File: src/qcdr_pkg.sv
package qcdr_pkg;

  // ==========================================================================
  // register map of the common group
  // ==========================================================================
  localparam logic [7:0] ADDR_EDGE_RATE  = 8'h20;
  localparam logic [7:0] ADDR_SOFT_RESET = 8'h21;
  localparam logic [7:0] ADDR_REVISION   = 8'h22;
  localparam logic [7:0] ADDR_PART_ID    = 8'h23;
  localparam logic [7:0] ADDR_LIVE       = 8'h26;
  localparam logic [7:0] ADDR_STICKY     = 8'h27;

  // ==========================================================================
  // field layout and codes
  // ==========================================================================
  localparam int         INT_RATE_POS    = 4;
  localparam int         EXT_RATE_POS    = 0;
  localparam logic [1:0] RATE_HIGH       = 2'h0;
  localparam logic [1:0] RATE_MEDIUM     = 2'h1;
  localparam logic [1:0] RATE_SMALL      = 2'h2;
  localparam logic [1:0] RATE_RESET      = RATE_SMALL;
  localparam logic [7:0] GLOBAL_RESET_KEY = 8'hAA;
  localparam logic [7:0] STATUS_RESET    = 8'h00;
  localparam logic [7:0] READ_ZERO       = 8'h00;

  // arbitrary neutral identity values
  localparam logic [7:0] REV_CODE_DEFAULT  = 8'h01;
  localparam logic [7:0] PART_CODE_DEFAULT = 8'h5A;

  // ==========================================================================
  // serial frame: read flag, 8 address bits, 8 data bits, msb first
  // ==========================================================================
  localparam logic [3:0] CMD_BITS  = 4'h9;
  localparam logic [3:0] DATA_BITS = 4'h8;
  localparam int         SYNC_WIDTH = 11;
  // cs_n idles high, everything else low
  localparam logic [10:0] SYNC_RESET = 11'h200;

  typedef enum logic [1:0] {
    QCDR_IDLE = 2'b00,
    QCDR_CMD  = 2'b01,
    QCDR_DATA = 2'b10,
    QCDR_DONE = 2'b11
  } qcdr_state_t;

endpackage

File: src/qcdr_common_regs.sv
`timescale 1ns/100ps
module qcdr_common_regs #(
  parameter logic [7:0] REV_CODE  = qcdr_pkg::REV_CODE_DEFAULT,
  parameter logic [7:0] PART_CODE = qcdr_pkg::PART_CODE_DEFAULT
) (
  input  wire logic       mclk,
  input  wire logic       nrst,
  input  wire logic       sclk,
  input  wire logic       cs_n,
  input  wire logic       sdi,
  input  wire logic [3:0] signal_loss_flag,
  input  wire logic [3:0] lol,
  output logic            sdo,
  output logic            sdo_oe_n,
  output logic [1:0]      int_edge_rate,
  output logic [1:0]      ext_edge_rate,
  output logic [2:0]      int_drive_sel,
  output logic [2:0]      ext_drive_sel,
  output logic            channel_reset
);

  // ==========================================================================
  // decode helpers
  // ==========================================================================
  // one-hot {small, medium, high}; unused code falls back to the weakest
  function automatic logic [2:0] drive_decode(input logic [1:0] code);
    logic [2:0] sel;
    sel = 3'h4;
    unique case (code)
      qcdr_pkg::RATE_HIGH:   sel = 3'h1;
      qcdr_pkg::RATE_MEDIUM: sel = 3'h2;
      default:               sel = 3'h4;
    endcase
    return sel;
  endfunction

  // ==========================================================================
  // pin synchronisation
  // ==========================================================================
  logic [10:0] sync_bus;
  logic        sclk_s;
  logic        cs_n_s;
  logic        sdi_s;
  logic [3:0]  los_s;
  logic [3:0]  lol_s;
  logic [7:0]  live_flags;

  qcdr_sync #(
    .WIDTH   (qcdr_pkg::SYNC_WIDTH),
    .RST_VAL (qcdr_pkg::SYNC_RESET)
  ) u_sync (
    .mclk (mclk),
    .nrst (nrst),
    .din  ({1'b0, cs_n, sdi, signal_loss_flag, lol} | {sclk, 10'h000}),
    .dout (sync_bus)
  );

  assign sclk_s = sync_bus[10];
  assign cs_n_s = sync_bus[9];
  assign sdi_s  = sync_bus[8];
  assign los_s  = sync_bus[7:4];
  assign lol_s  = sync_bus[3:0];

  // interleave per channel: lock flag low, signal flag high
  genvar k;
  generate
    for (k = 0; k < 4; k++) begin : g_live
      assign live_flags[2*k]   = lol_s[k];
      assign live_flags[2*k+1] = los_s[k];
    end
  endgenerate

  // ==========================================================================
  // serial frame engine
  // ==========================================================================
  qcdr_pkg::qcdr_state_t state;
  qcdr_pkg::qcdr_state_t next_state;
  logic       sclk_d;
  logic       next_sclk_d;
  logic [3:0] bit_cnt;
  logic [3:0] next_bit_cnt;
  logic [7:0] shift_in;
  logic [7:0] next_shift_in;
  logic [7:0] shift_out;
  logic [7:0] next_shift_out;
  logic [7:0] addr;
  logic [7:0] next_addr;
  logic       is_read;
  logic       next_is_read;
  logic       wr_stb;
  logic       next_wr_stb;
  logic [7:0] wr_data;
  logic [7:0] next_wr_data;
  logic       next_sdo;
  logic       next_sdo_oe_n;
  logic       sclk_rise;
  logic       sclk_fall;
  logic [7:0] new_addr;
  logic [7:0] rd_data;

  // register state, declared early for the read mux
  logic [1:0] int_rate;
  logic [1:0] ext_rate;
  logic       grst;
  logic [7:0] sticky;
  logic [7:0] live_q;

  assign sclk_rise = sclk_s & ~sclk_d;
  assign sclk_fall = ~sclk_s & sclk_d;
  assign new_addr  = {shift_in[6:0], sdi_s};

  // read mux: only 20h, 22h, 23h, 26h and 27h answer, anything else (21h included) reads zero
  always_comb begin
    rd_data = qcdr_pkg::READ_ZERO;
    unique case (new_addr)
      qcdr_pkg::ADDR_EDGE_RATE: begin
        rd_data[qcdr_pkg::INT_RATE_POS+:2] = int_rate;
        rd_data[qcdr_pkg::EXT_RATE_POS+:2] = ext_rate;
      end
      qcdr_pkg::ADDR_REVISION: rd_data = REV_CODE;
      qcdr_pkg::ADDR_PART_ID:  rd_data = PART_CODE;
      qcdr_pkg::ADDR_LIVE:     rd_data = live_q;
      qcdr_pkg::ADDR_STICKY:   rd_data = sticky;
      default:                 rd_data = qcdr_pkg::READ_ZERO;
    endcase
  end

  // frame sequencing; cs_n high aborts any frame at once
  always_comb begin
    next_state     = state;
    next_sclk_d    = sclk_s;
    next_bit_cnt   = bit_cnt;
    next_shift_in  = shift_in;
    next_shift_out = shift_out;
    next_addr      = addr;
    next_is_read   = is_read;
    next_wr_stb    = 1'b0;
    next_wr_data   = wr_data;
    next_sdo       = sdo;
    next_sdo_oe_n  = sdo_oe_n;
    if (cs_n_s) begin
      next_state    = qcdr_pkg::QCDR_IDLE;
      next_bit_cnt  = 4'h0;
      next_sdo      = 1'b0;
      next_sdo_oe_n = 1'b1;
    end else begin
      unique case (state)
        qcdr_pkg::QCDR_IDLE: begin
          next_state   = qcdr_pkg::QCDR_CMD;
          next_bit_cnt = 4'h0;
        end
        qcdr_pkg::QCDR_CMD: begin
          if (sclk_rise) begin
            next_shift_in = new_addr;
            next_bit_cnt  = bit_cnt + 4'h1;
            if (bit_cnt == 4'h0) begin
              next_is_read = sdi_s;
            end
            if (bit_cnt == qcdr_pkg::CMD_BITS - 4'h1) begin
              next_addr    = new_addr;
              next_bit_cnt = 4'h0;
              next_state   = qcdr_pkg::QCDR_DATA;
              if (is_read) begin
                // msb out now; host samples it on the next rising edge
                next_sdo       = rd_data[7];
                next_shift_out = {rd_data[6:0], 1'b0};
                next_sdo_oe_n  = 1'b0;
              end
            end
          end
        end
        qcdr_pkg::QCDR_DATA: begin
          if (sclk_rise) begin
            next_shift_in = new_addr;
            next_bit_cnt  = bit_cnt + 4'h1;
            if (bit_cnt == qcdr_pkg::DATA_BITS - 4'h1) begin
              next_state = qcdr_pkg::QCDR_DONE;
              if (!is_read) begin
                next_wr_stb  = 1'b1;
                next_wr_data = new_addr;
              end
            end
          end else if (sclk_fall && is_read && bit_cnt != 4'h0) begin
            // no shift before the host took the first data bit
            next_sdo       = shift_out[7];
            next_shift_out = {shift_out[6:0], 1'b0};
          end
        end
        qcdr_pkg::QCDR_DONE: begin
          next_state = qcdr_pkg::QCDR_DONE;
        end
      endcase
    end
  end

  always_ff @(posedge mclk) begin
    if (!nrst) begin
      state     <= qcdr_pkg::QCDR_IDLE;
      sclk_d    <= 1'b0;
      bit_cnt   <= 4'h0;
      shift_in  <= 8'h00;
      shift_out <= 8'h00;
      addr      <= 8'h00;
      is_read   <= 1'b0;
      wr_stb    <= 1'b0;
      wr_data   <= 8'h00;
      sdo       <= 1'b0;
      sdo_oe_n  <= 1'b1;
    end else begin
      state     <= next_state;
      sclk_d    <= next_sclk_d;
      bit_cnt   <= next_bit_cnt;
      shift_in  <= next_shift_in;
      shift_out <= next_shift_out;
      addr      <= next_addr;
      is_read   <= next_is_read;
      wr_stb    <= next_wr_stb;
      wr_data   <= next_wr_data;
      sdo       <= next_sdo;
      sdo_oe_n  <= next_sdo_oe_n;
    end
  end

  // ==========================================================================
  // common register group
  // ==========================================================================
  logic [1:0] next_int_rate;
  logic [1:0] next_ext_rate;
  logic       next_grst;
  logic [7:0] next_sticky;
  logic [7:0] next_live_q;
  logic [2:0] next_int_drive_sel;
  logic [2:0] next_ext_drive_sel;

  // writes only hit 20h and 21h; read-only and unmapped writes vanish
  always_comb begin
    next_int_rate = int_rate;
    next_ext_rate = ext_rate;
    next_grst     = grst;
    next_live_q   = live_flags;
    if (wr_stb) begin
      unique case (addr)
        qcdr_pkg::ADDR_EDGE_RATE: begin
          next_int_rate = wr_data[qcdr_pkg::INT_RATE_POS+:2];
          next_ext_rate = wr_data[qcdr_pkg::EXT_RATE_POS+:2];
        end
        qcdr_pkg::ADDR_SOFT_RESET: begin
          if (wr_data == qcdr_pkg::GLOBAL_RESET_KEY) begin
            next_grst = ~grst;
          end
        end
        default: next_grst = grst;
      endcase
    end
    // global reset clears the persistent copy, a live event still wins
    next_sticky = (grst ? qcdr_pkg::STATUS_RESET : sticky) | live_flags;
    next_int_drive_sel = drive_decode(next_int_rate);
    next_ext_drive_sel = drive_decode(next_ext_rate);
  end

  always_ff @(posedge mclk) begin
    if (!nrst) begin
      int_rate      <= qcdr_pkg::RATE_RESET;
      ext_rate      <= qcdr_pkg::RATE_RESET;
      grst          <= 1'b0;
      sticky        <= qcdr_pkg::STATUS_RESET;
      live_q        <= qcdr_pkg::STATUS_RESET;
      int_edge_rate <= qcdr_pkg::RATE_RESET;
      ext_edge_rate <= qcdr_pkg::RATE_RESET;
      int_drive_sel <= 3'h4;
      ext_drive_sel <= 3'h4;
      channel_reset <= 1'b0;
    end else begin
      int_rate      <= next_int_rate;
      ext_rate      <= next_ext_rate;
      grst          <= next_grst;
      sticky        <= next_sticky;
      live_q        <= next_live_q;
      int_edge_rate <= next_int_rate;
      ext_edge_rate <= next_ext_rate;
      int_drive_sel <= next_int_drive_sel;
      ext_drive_sel <= next_ext_drive_sel;
      channel_reset <= next_grst;
    end
  end

endmodule

File: src/qcdr_sync.sv
`timescale 1ns/100ps
module qcdr_sync #(
  parameter int                    WIDTH   = 1,
  parameter logic [WIDTH-1:0]      RST_VAL = '0
) (
  input  wire logic             mclk,
  input  wire logic             nrst,
  input  wire logic [WIDTH-1:0] din,
  output logic      [WIDTH-1:0] dout
);

  logic [WIDTH-1:0] stage1;
  logic [WIDTH-1:0] next_stage1;
  logic [WIDTH-1:0] next_dout;

  // ==========================================================================
  // two-flop synchroniser
  // ==========================================================================
  // first stage is read only by the second stage
  always_comb begin
    next_stage1 = din;
    next_dout   = stage1;
  end

  always_ff @(posedge mclk) begin
    if (!nrst) begin
      stage1 <= RST_VAL;
      dout   <= RST_VAL;
    end else begin
      stage1 <= next_stage1;
      dout   <= next_dout;
    end
  end

endmodule

File: config.mk
export PLATFORM = sky130hd
export DESIGN_NAME = qcdr_common_regs
export DESIGN_NICKNAME = d
export VERILOG_FILES = /design/src/qcdr_pkg.sv /design/src/qcdr_common_regs.sv /design/src/qcdr_sync.sv
export SDC_FILE = /design/constraint.sdc
export NUM_CORES = 1
export LEC_CHECK = 0
export BUFFER_PORTS_ARGS = -buffer_cell sky130_fd_sc_hd__buf_2
export CAP_MARGIN = 20
export CORE_ASPECT_RATIO = 0.5
export CORE_MARGIN = 3
export CORE_UTILIZATION = 35
export CTS_BUF_LIST = sky130_fd_sc_hd__clkbuf_4 sky130_fd_sc_hd__clkbuf_8
export DETAILED_ROUTE_END_ITERATION = 7
export RECOVER_POWER = 100
export REMOVE_ABC_BUFFERS = 1
export SYNTH_ARGS = -nofsm -noshare
export SYNTH_HDL_FRONTEND = slang
export SYNTH_SLANG_ARGS = --single-unit
File: constraint.sdc
create_clock -name mclk -period 2.8 [get_ports mclk]
set_input_delay 0 -clock mclk [delete_from_list [all_inputs] [get_ports mclk]]
set_output_delay 0 -clock mclk [all_outputs]
set_load 0.01 [all_outputs]
==> results of run 1 <==
==> worst paths after layout <==
path,endpoint,slack [ns]
min,u_sync.next_dout[9],0.12
max reg2reg,shift_out[3],0.55
min reg2reg,u_sync.dout[9],0.42
max,shift_out[3],0.55
==> layout make-up <==
cell class                 count  area (sq um)  share of cell area [%]
clock buffer                  14           168                    4.10
clock inverter                 2          12.5                   0.306
inverter                       9          33.8                   0.827
multi-input combinational    249          1650                    40.3
sequential                    90          1800                    44.1
tap                          135           169                    4.13
timing repair buffer          42           256                    6.28
==> state kept, by name, indices dropped and copies added (netlist names), 3 cells and up <==
name,flops
addr,8
u_sync.dout,11
bit_cnt,4
ext_drive_sel,3
wr_data,8
int_drive_sel,3
shift_in,7
sticky,8
live_q,8
u_sync.next_dout,11
shift_out,7
==> routing by layer <==
layer  vias up  part of all wire [%]  global-route usage, %
met2        44                    42                   19.1
met3         8                   4.4                   4.38
met4         0                   1.2                   4.93
met5         -                     0                      0
li1       1357                     -                      -
met1      1239                    53                   17.7
==> cell usage in the layout (no fill, tap or decap), drive strengths merged, types with 2 or more instances in the layout <==
cell / n
a21o: 2
a21oi: 26
a221oi: 3
a31oi: 2
a32oi: 2
and2: 32
and4bb: 2
buf: 16
clkbuf: 29
dfxtp: 90
dlygate4sd3: 11
ha: 6
inv: 9
mux2i: 26
nand2: 22
nand2b: 7
nand3: 12
nand3b: 6
nand4b: 2
nor2: 41
nor2b: 3
nor3: 5
nor3b: 4
nor4: 4
nor4b: 3
nor4bb: 3
o21a: 2
o21ai: 6
o221a: 3
o31a: 2
o31ai: 3
o41ai: 4
or3: 4
==> what timing repair did <==
action,CTS,global route
setup endpoints to repair,0,0
endpoints found under the hold margin,11,0
hold buffers,11,0
setup buffers,0,0
==> worst min-delay path: stages <==
cell      delay, ns
buf_2          0.10
buf_4          0.24
nand2b_1       0.11
==> kinds of logic after synthesis <==
logic type | Yosys count | share of synthesized area [%]
mux | 26 | 7.21
fa+ha+maj | 6 | 2.08
flops | 90 | 49.9
simple gates | 156 | 24.8
compound gates | 61 | 12.4
buf+inv | 31 | 3.54
==> stage by stage <==
step	total power, uW	instance area, sq um
after floorplan	1380	3510
after global placement	1410	3860
after global routing	2310	4090
final	2210	4090
after detailed placement	1420	3860
after CTS	2250	4160
==> power groups by stage <==
stage	clock, uW	sequential [uW]	combinational, uW
after floorplan	0	1340	39.7
after global placement	0	1350	66.9
final	815	1320	77.4
after CTS	850	1320	79.5
after detailed placement	0	1350	67.5
after global routing	897	1320	87.1
==> impl_metrics.csv, run 1 <==
group,metric,value,unit
run_status,outcome,"finished, final reports clean",
floorplan,dieArea,11600,sq um
pwr,clockPowerShare,36.9,%
finish,fin_util,42.0,%
critical_path,rr_worst_depth,6,
sta,setup_slack,0.546,ns
sta,fin_tns_setup,0,ns
global_route,grt_usage,13.0,%
logic_synthesis,yosysWarnings,0,
clock_network,cts_root_buffer,"clkbuf_8",
sta,slew-limit-headroom,43.2,%
place,place.gp.congestion,0.810,
logic_synthesis,synth_seq_cells,90,
critical_path,crit_arrival,2.46,ns
sta,worst_pin_slew,0.851,ns
sta,fmax,444,MHz
route,post_drt_via_cell_ratio,4.89,
global_route,grt_first_pass_wirelength,12000,um
flow_run,maxCapViolCount,0,
logic_synthesis,seq_area_frac_synth,49.9,%
logic_synthesis,async_flop_share,0,%
global_route,antenna_found_initial,0,
global_route,grt-ovfl-total,0,
floorplan,ioPinCount,26,
finish,antenna_cells,0,
critical_path,cpPeakStageDelay,0.71,ns
sta,rsz0062_at_grt,"no",
route,wl_per_cell,13.2,um
finish,drive_gt1_share,9.61,%
logic_synthesis,syn_area_per_cell,9.75,sq um
sta,slew_viol_final,0,
critical_path,startpoint_type,"flip-flop",
sta,finalSetupViolCount,0,
finish,final_cells,541,
logic_synthesis,ys.flop_type,"dfxtp_1",
route,vias,2648,
critical_path,worstSetupPathType,"flip-flop to flip-flop",
logic_synthesis,synth_top_area_share,49.9,%
sta,hold_violations,0,
clock_network,numCtsBuffers,9,
logic_synthesis,synth_most_common_cell,"dfxtp_1",
pwr,intPower,1730,uW
pwr,comb_power_share,3.5,%
clock_network,clk_path_buf_depth,2,
clock_network,cts_tree,"built",
logic_synthesis,synth_top_area_cell,"dfxtp_1",
pwr,ir_drop,339,uV
place,pre_cts_ws,0.790,ns
logic_synthesis,synth_edf_count,0,
pwr,static-leakage-power,0.00150,uW
sta,finalCriticalPeriod,2.25,ns
critical_path,required,3.01,ns
worst_hold_path,hold_start,"nrst",
route,drcViolationCount,0,
route,drtAntennaViolNets,0,
critical_path,r2r-start,"bit_cnt[0]",
critical_path,worstSetupPathDepth,6,
global_route,grt_max_degree,42,
sta,finClkSkew,0.00533,ns
sta,hold_slack,0.125,ns
finish,nNetsFinal,420,
place,dp_cells,514,
critical_path,crit_buf_inv,1,
logic_synthesis,synth_common_cells,"90 x dfxtp_1, 41 x nor2_1, 31 x and2_1, 26 x a21oi_1, 26 x mux2i_1",
finish,nFillCells,982,
critical_path,critPathMaxFanout,8,
clock_network,cts_resized,0,
pwr,switchingPower,480,uW
logic_synthesis,syn_inst,370,
critical_path,slowest_stage,"o31ai_1",
global_route,first_global_vias,2449,
place,port_buffers,25,
critical_path,crit_path_cell_trace,"inv_1 -> ha_1 -> nor3b_4 -> o31ai_1 -> and2_0 -> a311oi_1",
logic_synthesis,netlist_area,3610,sq um
route,first_iter_violations,143,
sta,period_share,80.5,%
clock_network,clock-sinks,90,
finish,area_growth,13.3,%
logic_synthesis,synth.distinct_cells,56,
pwr,power_density,541,nW/um^2
worst_hold_path,hold_class,"primary input to flip-flop",
route,drt_first_pass_iters,4,
floorplan,fp.dieH,77.8,um
critical_path,cp_top_family,"compound AO/OA/AOI/OAI gates",
pwr,swShare,21.7,%
route,wl,7160,um
clock_network,cts-htree-levels,3,
logic_synthesis,synth.area.top_cells,"dfxtp_1 50%, mux2i_1 7.2%, and2_1 5.4%",
floorplan,initial_core_util,37.1,%
clock_network,path_clk_slew,0.08,ns
floorplan,core-area,9730,sq um
critical_path,cp-end-kind,"flip-flop",
critical_path,crit_path_start,"bit_cnt[0]",
pwr,seq_power_share,59.6,%
place,hpwl,4760,um
clock_network,clock_latency,0.36,ns
floorplan,placementRows,25,
worst_hold_path,holdPathStages,3,
floorplan,chipWidth,150,um
No activity file was read; power rests on OpenSTA's default activity.
==> inputs of run 2 (changes only) <==
--- a/config.mk
+++ b/config.mk
@@ -5,6 +5,7 @@
 export SDC_FILE = /design/constraint.sdc
 export NUM_CORES = 1
 export LEC_CHECK = 0
+export ABC_AREA = 1
 export BUFFER_PORTS_ARGS = -buffer_cell sky130_fd_sc_hd__buf_2
 export CAP_MARGIN = 20
 export CORE_ASPECT_RATIO = 0.5
==> constraint.sdc (replaced) <==
create_clock -name mclk -period 1.9 [get_ports mclk]
set_input_delay 0 -clock mclk [delete_from_list [all_inputs] [get_ports mclk]]
set_output_delay 0 -clock mclk [all_outputs]
set_load 0.01 [all_outputs]
==> run 2 against run 1 <==
Against the previous run:
- first-iteration DRC count down 3.5%
- utilization is 0.19 points higher
- power up 45%
- global-route usage barely moved
- synthesized cell count increased by 22%
- cell area is 0.52% lower
- worst hold slack improved by 0.22 ns
- sequential power increased by 47%
- flip-flop and latch count unchanged
==> impl_metrics.csv, run 2 <==
group,metric,value,unit
critical_path,r2r-start,"state[0]",
finish,nNetsFinal,509,
global_route,grt-ovfl-total,0,
logic_synthesis,synth_common_cells,"90 x dfxtp_1, 89 x nand2_1, 61 x inv_1, 45 x nand3_1, 38 x a21oi_1",
sta,hold_violations,0,
route,drcViolationCount,0,
critical_path,timing.rr.end,"bit_cnt[3]",
pwr,ir_drop,333,uV
worst_hold_path,hold_class,"primary input to flip-flop",
floorplan,ioPinCount,26,
sta,fmax,598,MHz
logic_synthesis,syn_area_per_cell,7.88,sq um
finish,final_common_cell,"nand2_1",
route,post_drt_via_cell_ratio,4.42,
finish,nFillCells,1048,
global_route,first_global_vias,2560,
flow_run,maxCapViolCount,0,
pwr,comb_power_share,3.7,%
finish,antenna_cells,0,
route,drt_first_pass_iters,4,
pwr,switchingPower,735,uW
critical_path,required,2.19,ns
global_route,grt_usage,13.0,%
sta,setup_slack,0.227,ns
clock_network,cts_root_buffer,"clkbuf_8",
logic_synthesis,synth_top_area_cell,"dfxtp_1",
clock_network,clock-sinks,90,
route,wl,7030,um
floorplan,chipWidth,148,um
floorplan,dieArea,11400,sq um
pwr,power_density,789,nW/um^2
sta,period_share,88.1,%
logic_synthesis,synth_most_common_cell,"dfxtp_1",
logic_synthesis,seq_area_frac_synth,50.8,%
critical_path,crit_path_start,"state[0]",
route,drtAntennaViolNets,0,
critical_path,startpoint_type,"flip-flop",
logic_synthesis,synth_top_area_share,50.8,%
place,place.gp.congestion,0.779,
sta,slew_viol_final,0,
pwr,static-leakage-power,0.00186,uW
clock_network,cts_tree,"built",
route,first_iter_violations,138,
clock_network,cts-htree-levels,3,
route,wl_per_cell,11.2,um
floorplan,fp.dieH,77.2,um
finish,final_cell_mix,"93 x nand2_1, 90 x dfxtp_1, 62 x inv_1, 45 x nand3_1, 38 x a21oi_1",
critical_path,crit_end,"bit_cnt[3]",
place,hpwl,5020,um
logic_synthesis,synth.distinct_cells,33,
critical_path,worstSetupPathType,"flip-flop to flip-flop",
logic_synthesis,yosysWarnings,0,
clock_network,clk_path_buf_depth,2,
logic_synthesis,syn_inst,450,
pwr,swShare,22.9,%
logic_synthesis,synth_seq_cells,90,
critical_path,rr_worst_depth,9,
critical_path,r2r_slack,0.23,ns
sta,finClkSkew,0.0147,ns
clock_network,path_clk_slew,0.08,ns
critical_path,cp-end-kind,"flip-flop",
sta,finalCriticalPeriod,1.67,ns
finish,drive_gt1_share,11.4,%
place,pre_cts_ws,0.168,ns
sta,finalSetupViolCount,0,
place,port_buffers,25,
route,vias,2778,
floorplan,placementRows,25,
clock_network,numCtsBuffers,9,
floorplan,initial_core_util,36.8,%
logic_synthesis,netlist_area,3540,sq um
sta,rsz0062_at_grt,"no",
floorplan,core-area,9630,sq um
pwr,intPower,2470,uW
logic_synthesis,synth.area.top_cells,"dfxtp_1 51%, nand2_1 9.4%, inv_1 6.5%",
logic_synthesis,async_flop_share,0,%
global_route,grt_max_degree,35,
logic_synthesis,synth_edf_count,0,
global_route,grt_first_pass_wirelength,12000,um
critical_path,critPathMaxFanout,10,
finish,area_growth,14.7,%
clock_network,clock_latency,0.36,ns
critical_path,crit_arrival,1.96,ns
global_route,antenna_found_initial,0,
sta,fin_tns_setup,0,ns
run_status,outcome,"finished, final reports clean",
pwr,clockPowerShare,35.9,%
sta,worst_pin_slew,0.636,ns
sta,slew-limit-headroom,57.6,%
pwr,seq_power_share,60.5,%
logic_synthesis,ys.flop_type,"dfxtp_1",
==> run 2: cell types whose count changed after synthesis, moves of 7 or more <==
cell,before,now
a21oi_1,26,38
and2_1,31,0
clkbuf_1,13,3
inv_1,9,61
inv_2,0,7
mux2i_1,26,1
nand2_1,20,89
nand2b_1,7,0
nand3_1,12,45
nor2_1,41,25
o21ai_0,1,21
o21ai_1,5,14
==> run 2: layout make-up <==
type	instances	area, sq um	area share (%)
Sequential cell	90	1800	44.3
Inverter	70	267	6.56
Clock inverter	4	30.0	0.739
Timing Repair Buffer	44	288	7.08
Tap cell	135	169	4.16
Multi-Input combinational cell	275	1370	33.8
Clock buffer	10	138	3.39
==> run 2: cell families after synthesis <==
kind of cell / after synthesis / share of synthesized area (%)
flops: 90 / 50.8
compound gates: 78 / 11.7
xor+xnor: 1 / 0.247
simple gates: 189 / 24.8
buf+inv: 85 / 9.99
fa+ha+maj: 6 / 2.12
mux: 1 / 0.282
==> run 2: worst max-delay path, stage by stage, from the launching register on <==
cell	delay [ns]
dfxtp_1	0.39
inv_1	0.08
ha_1	0.29
inv_4	0.16
nand2_1	0.13
a21oi_4	0.21
nand3_1	0.11
nor2_1	0.10
a21oi_1	0.04
nor2_1	0.10
==> run 2: through the flow <==
step / util, % / instances / area (sq um) / hold slack [ns] / total power (uW)
final: 42.2 / 628 / 4070 / 0.349 / 3210
after global routing: 42.2 / 628 / 4070 / 0.355 / 3340
after CTS: 42.4 / 627 / 4080 / 0.327 / 3250
after detailed placement: 39.3 / 600 / 3790 / 0.183 / 2080
after global placement: 39.3 / 600 / 3790 / 0.181 / 2080
after floorplan: - / 435 / 3450 / 0.0842 / 2030
==> run 2: worst min-delay path by stage <==
stage,start,to,slack [ns],depth (start not counted)
2_1_floorplan,nrst,ext_rate[1],0.08,1
3_3_place_gp,signal_loss_flag[3],u_sync.next_dout[7],0.18,3
3_5_place_dp,sdi,u_sync.next_dout[8],0.18,3
4_1_cts,lol[1],u_sync.next_dout[1],0.33,4
5_1_grt,lol[1],u_sync.next_dout[1],0.36,4
6_report,lol[1],u_sync.next_dout[1],0.35,4
==> run 2: layer usage <==
metal | global-route usage, % | vias to the layer above | routed length, um
met3 | 4.07 | 11 | 310
met5 | 0 | - | 0
met1 | 18.3 | 1217 | 3830
met4 | 3.96 | 0 | 109
li1 | - | 1507 | -
met2 | 19.1 | 43 | 2790
==> run 2: timing repair <==
action,CTS,global route
buffers inserted,0,1
hold endpoints to repair,16,0
endpoints found under the setup margin,0,4
gates resized for setup,0,1
hold buffers,13,0
==> run 2: power by group through the flow <==
stage	Clock [uW]	Sequential, uW	Combinational [uW]
after CTS	1190	1940	120
final	1150	1940	118
after global routing	1260	1940	138
after global placement	0	1980	99.4
after floorplan	0	1980	54.5
after detailed placement	0	1980	100
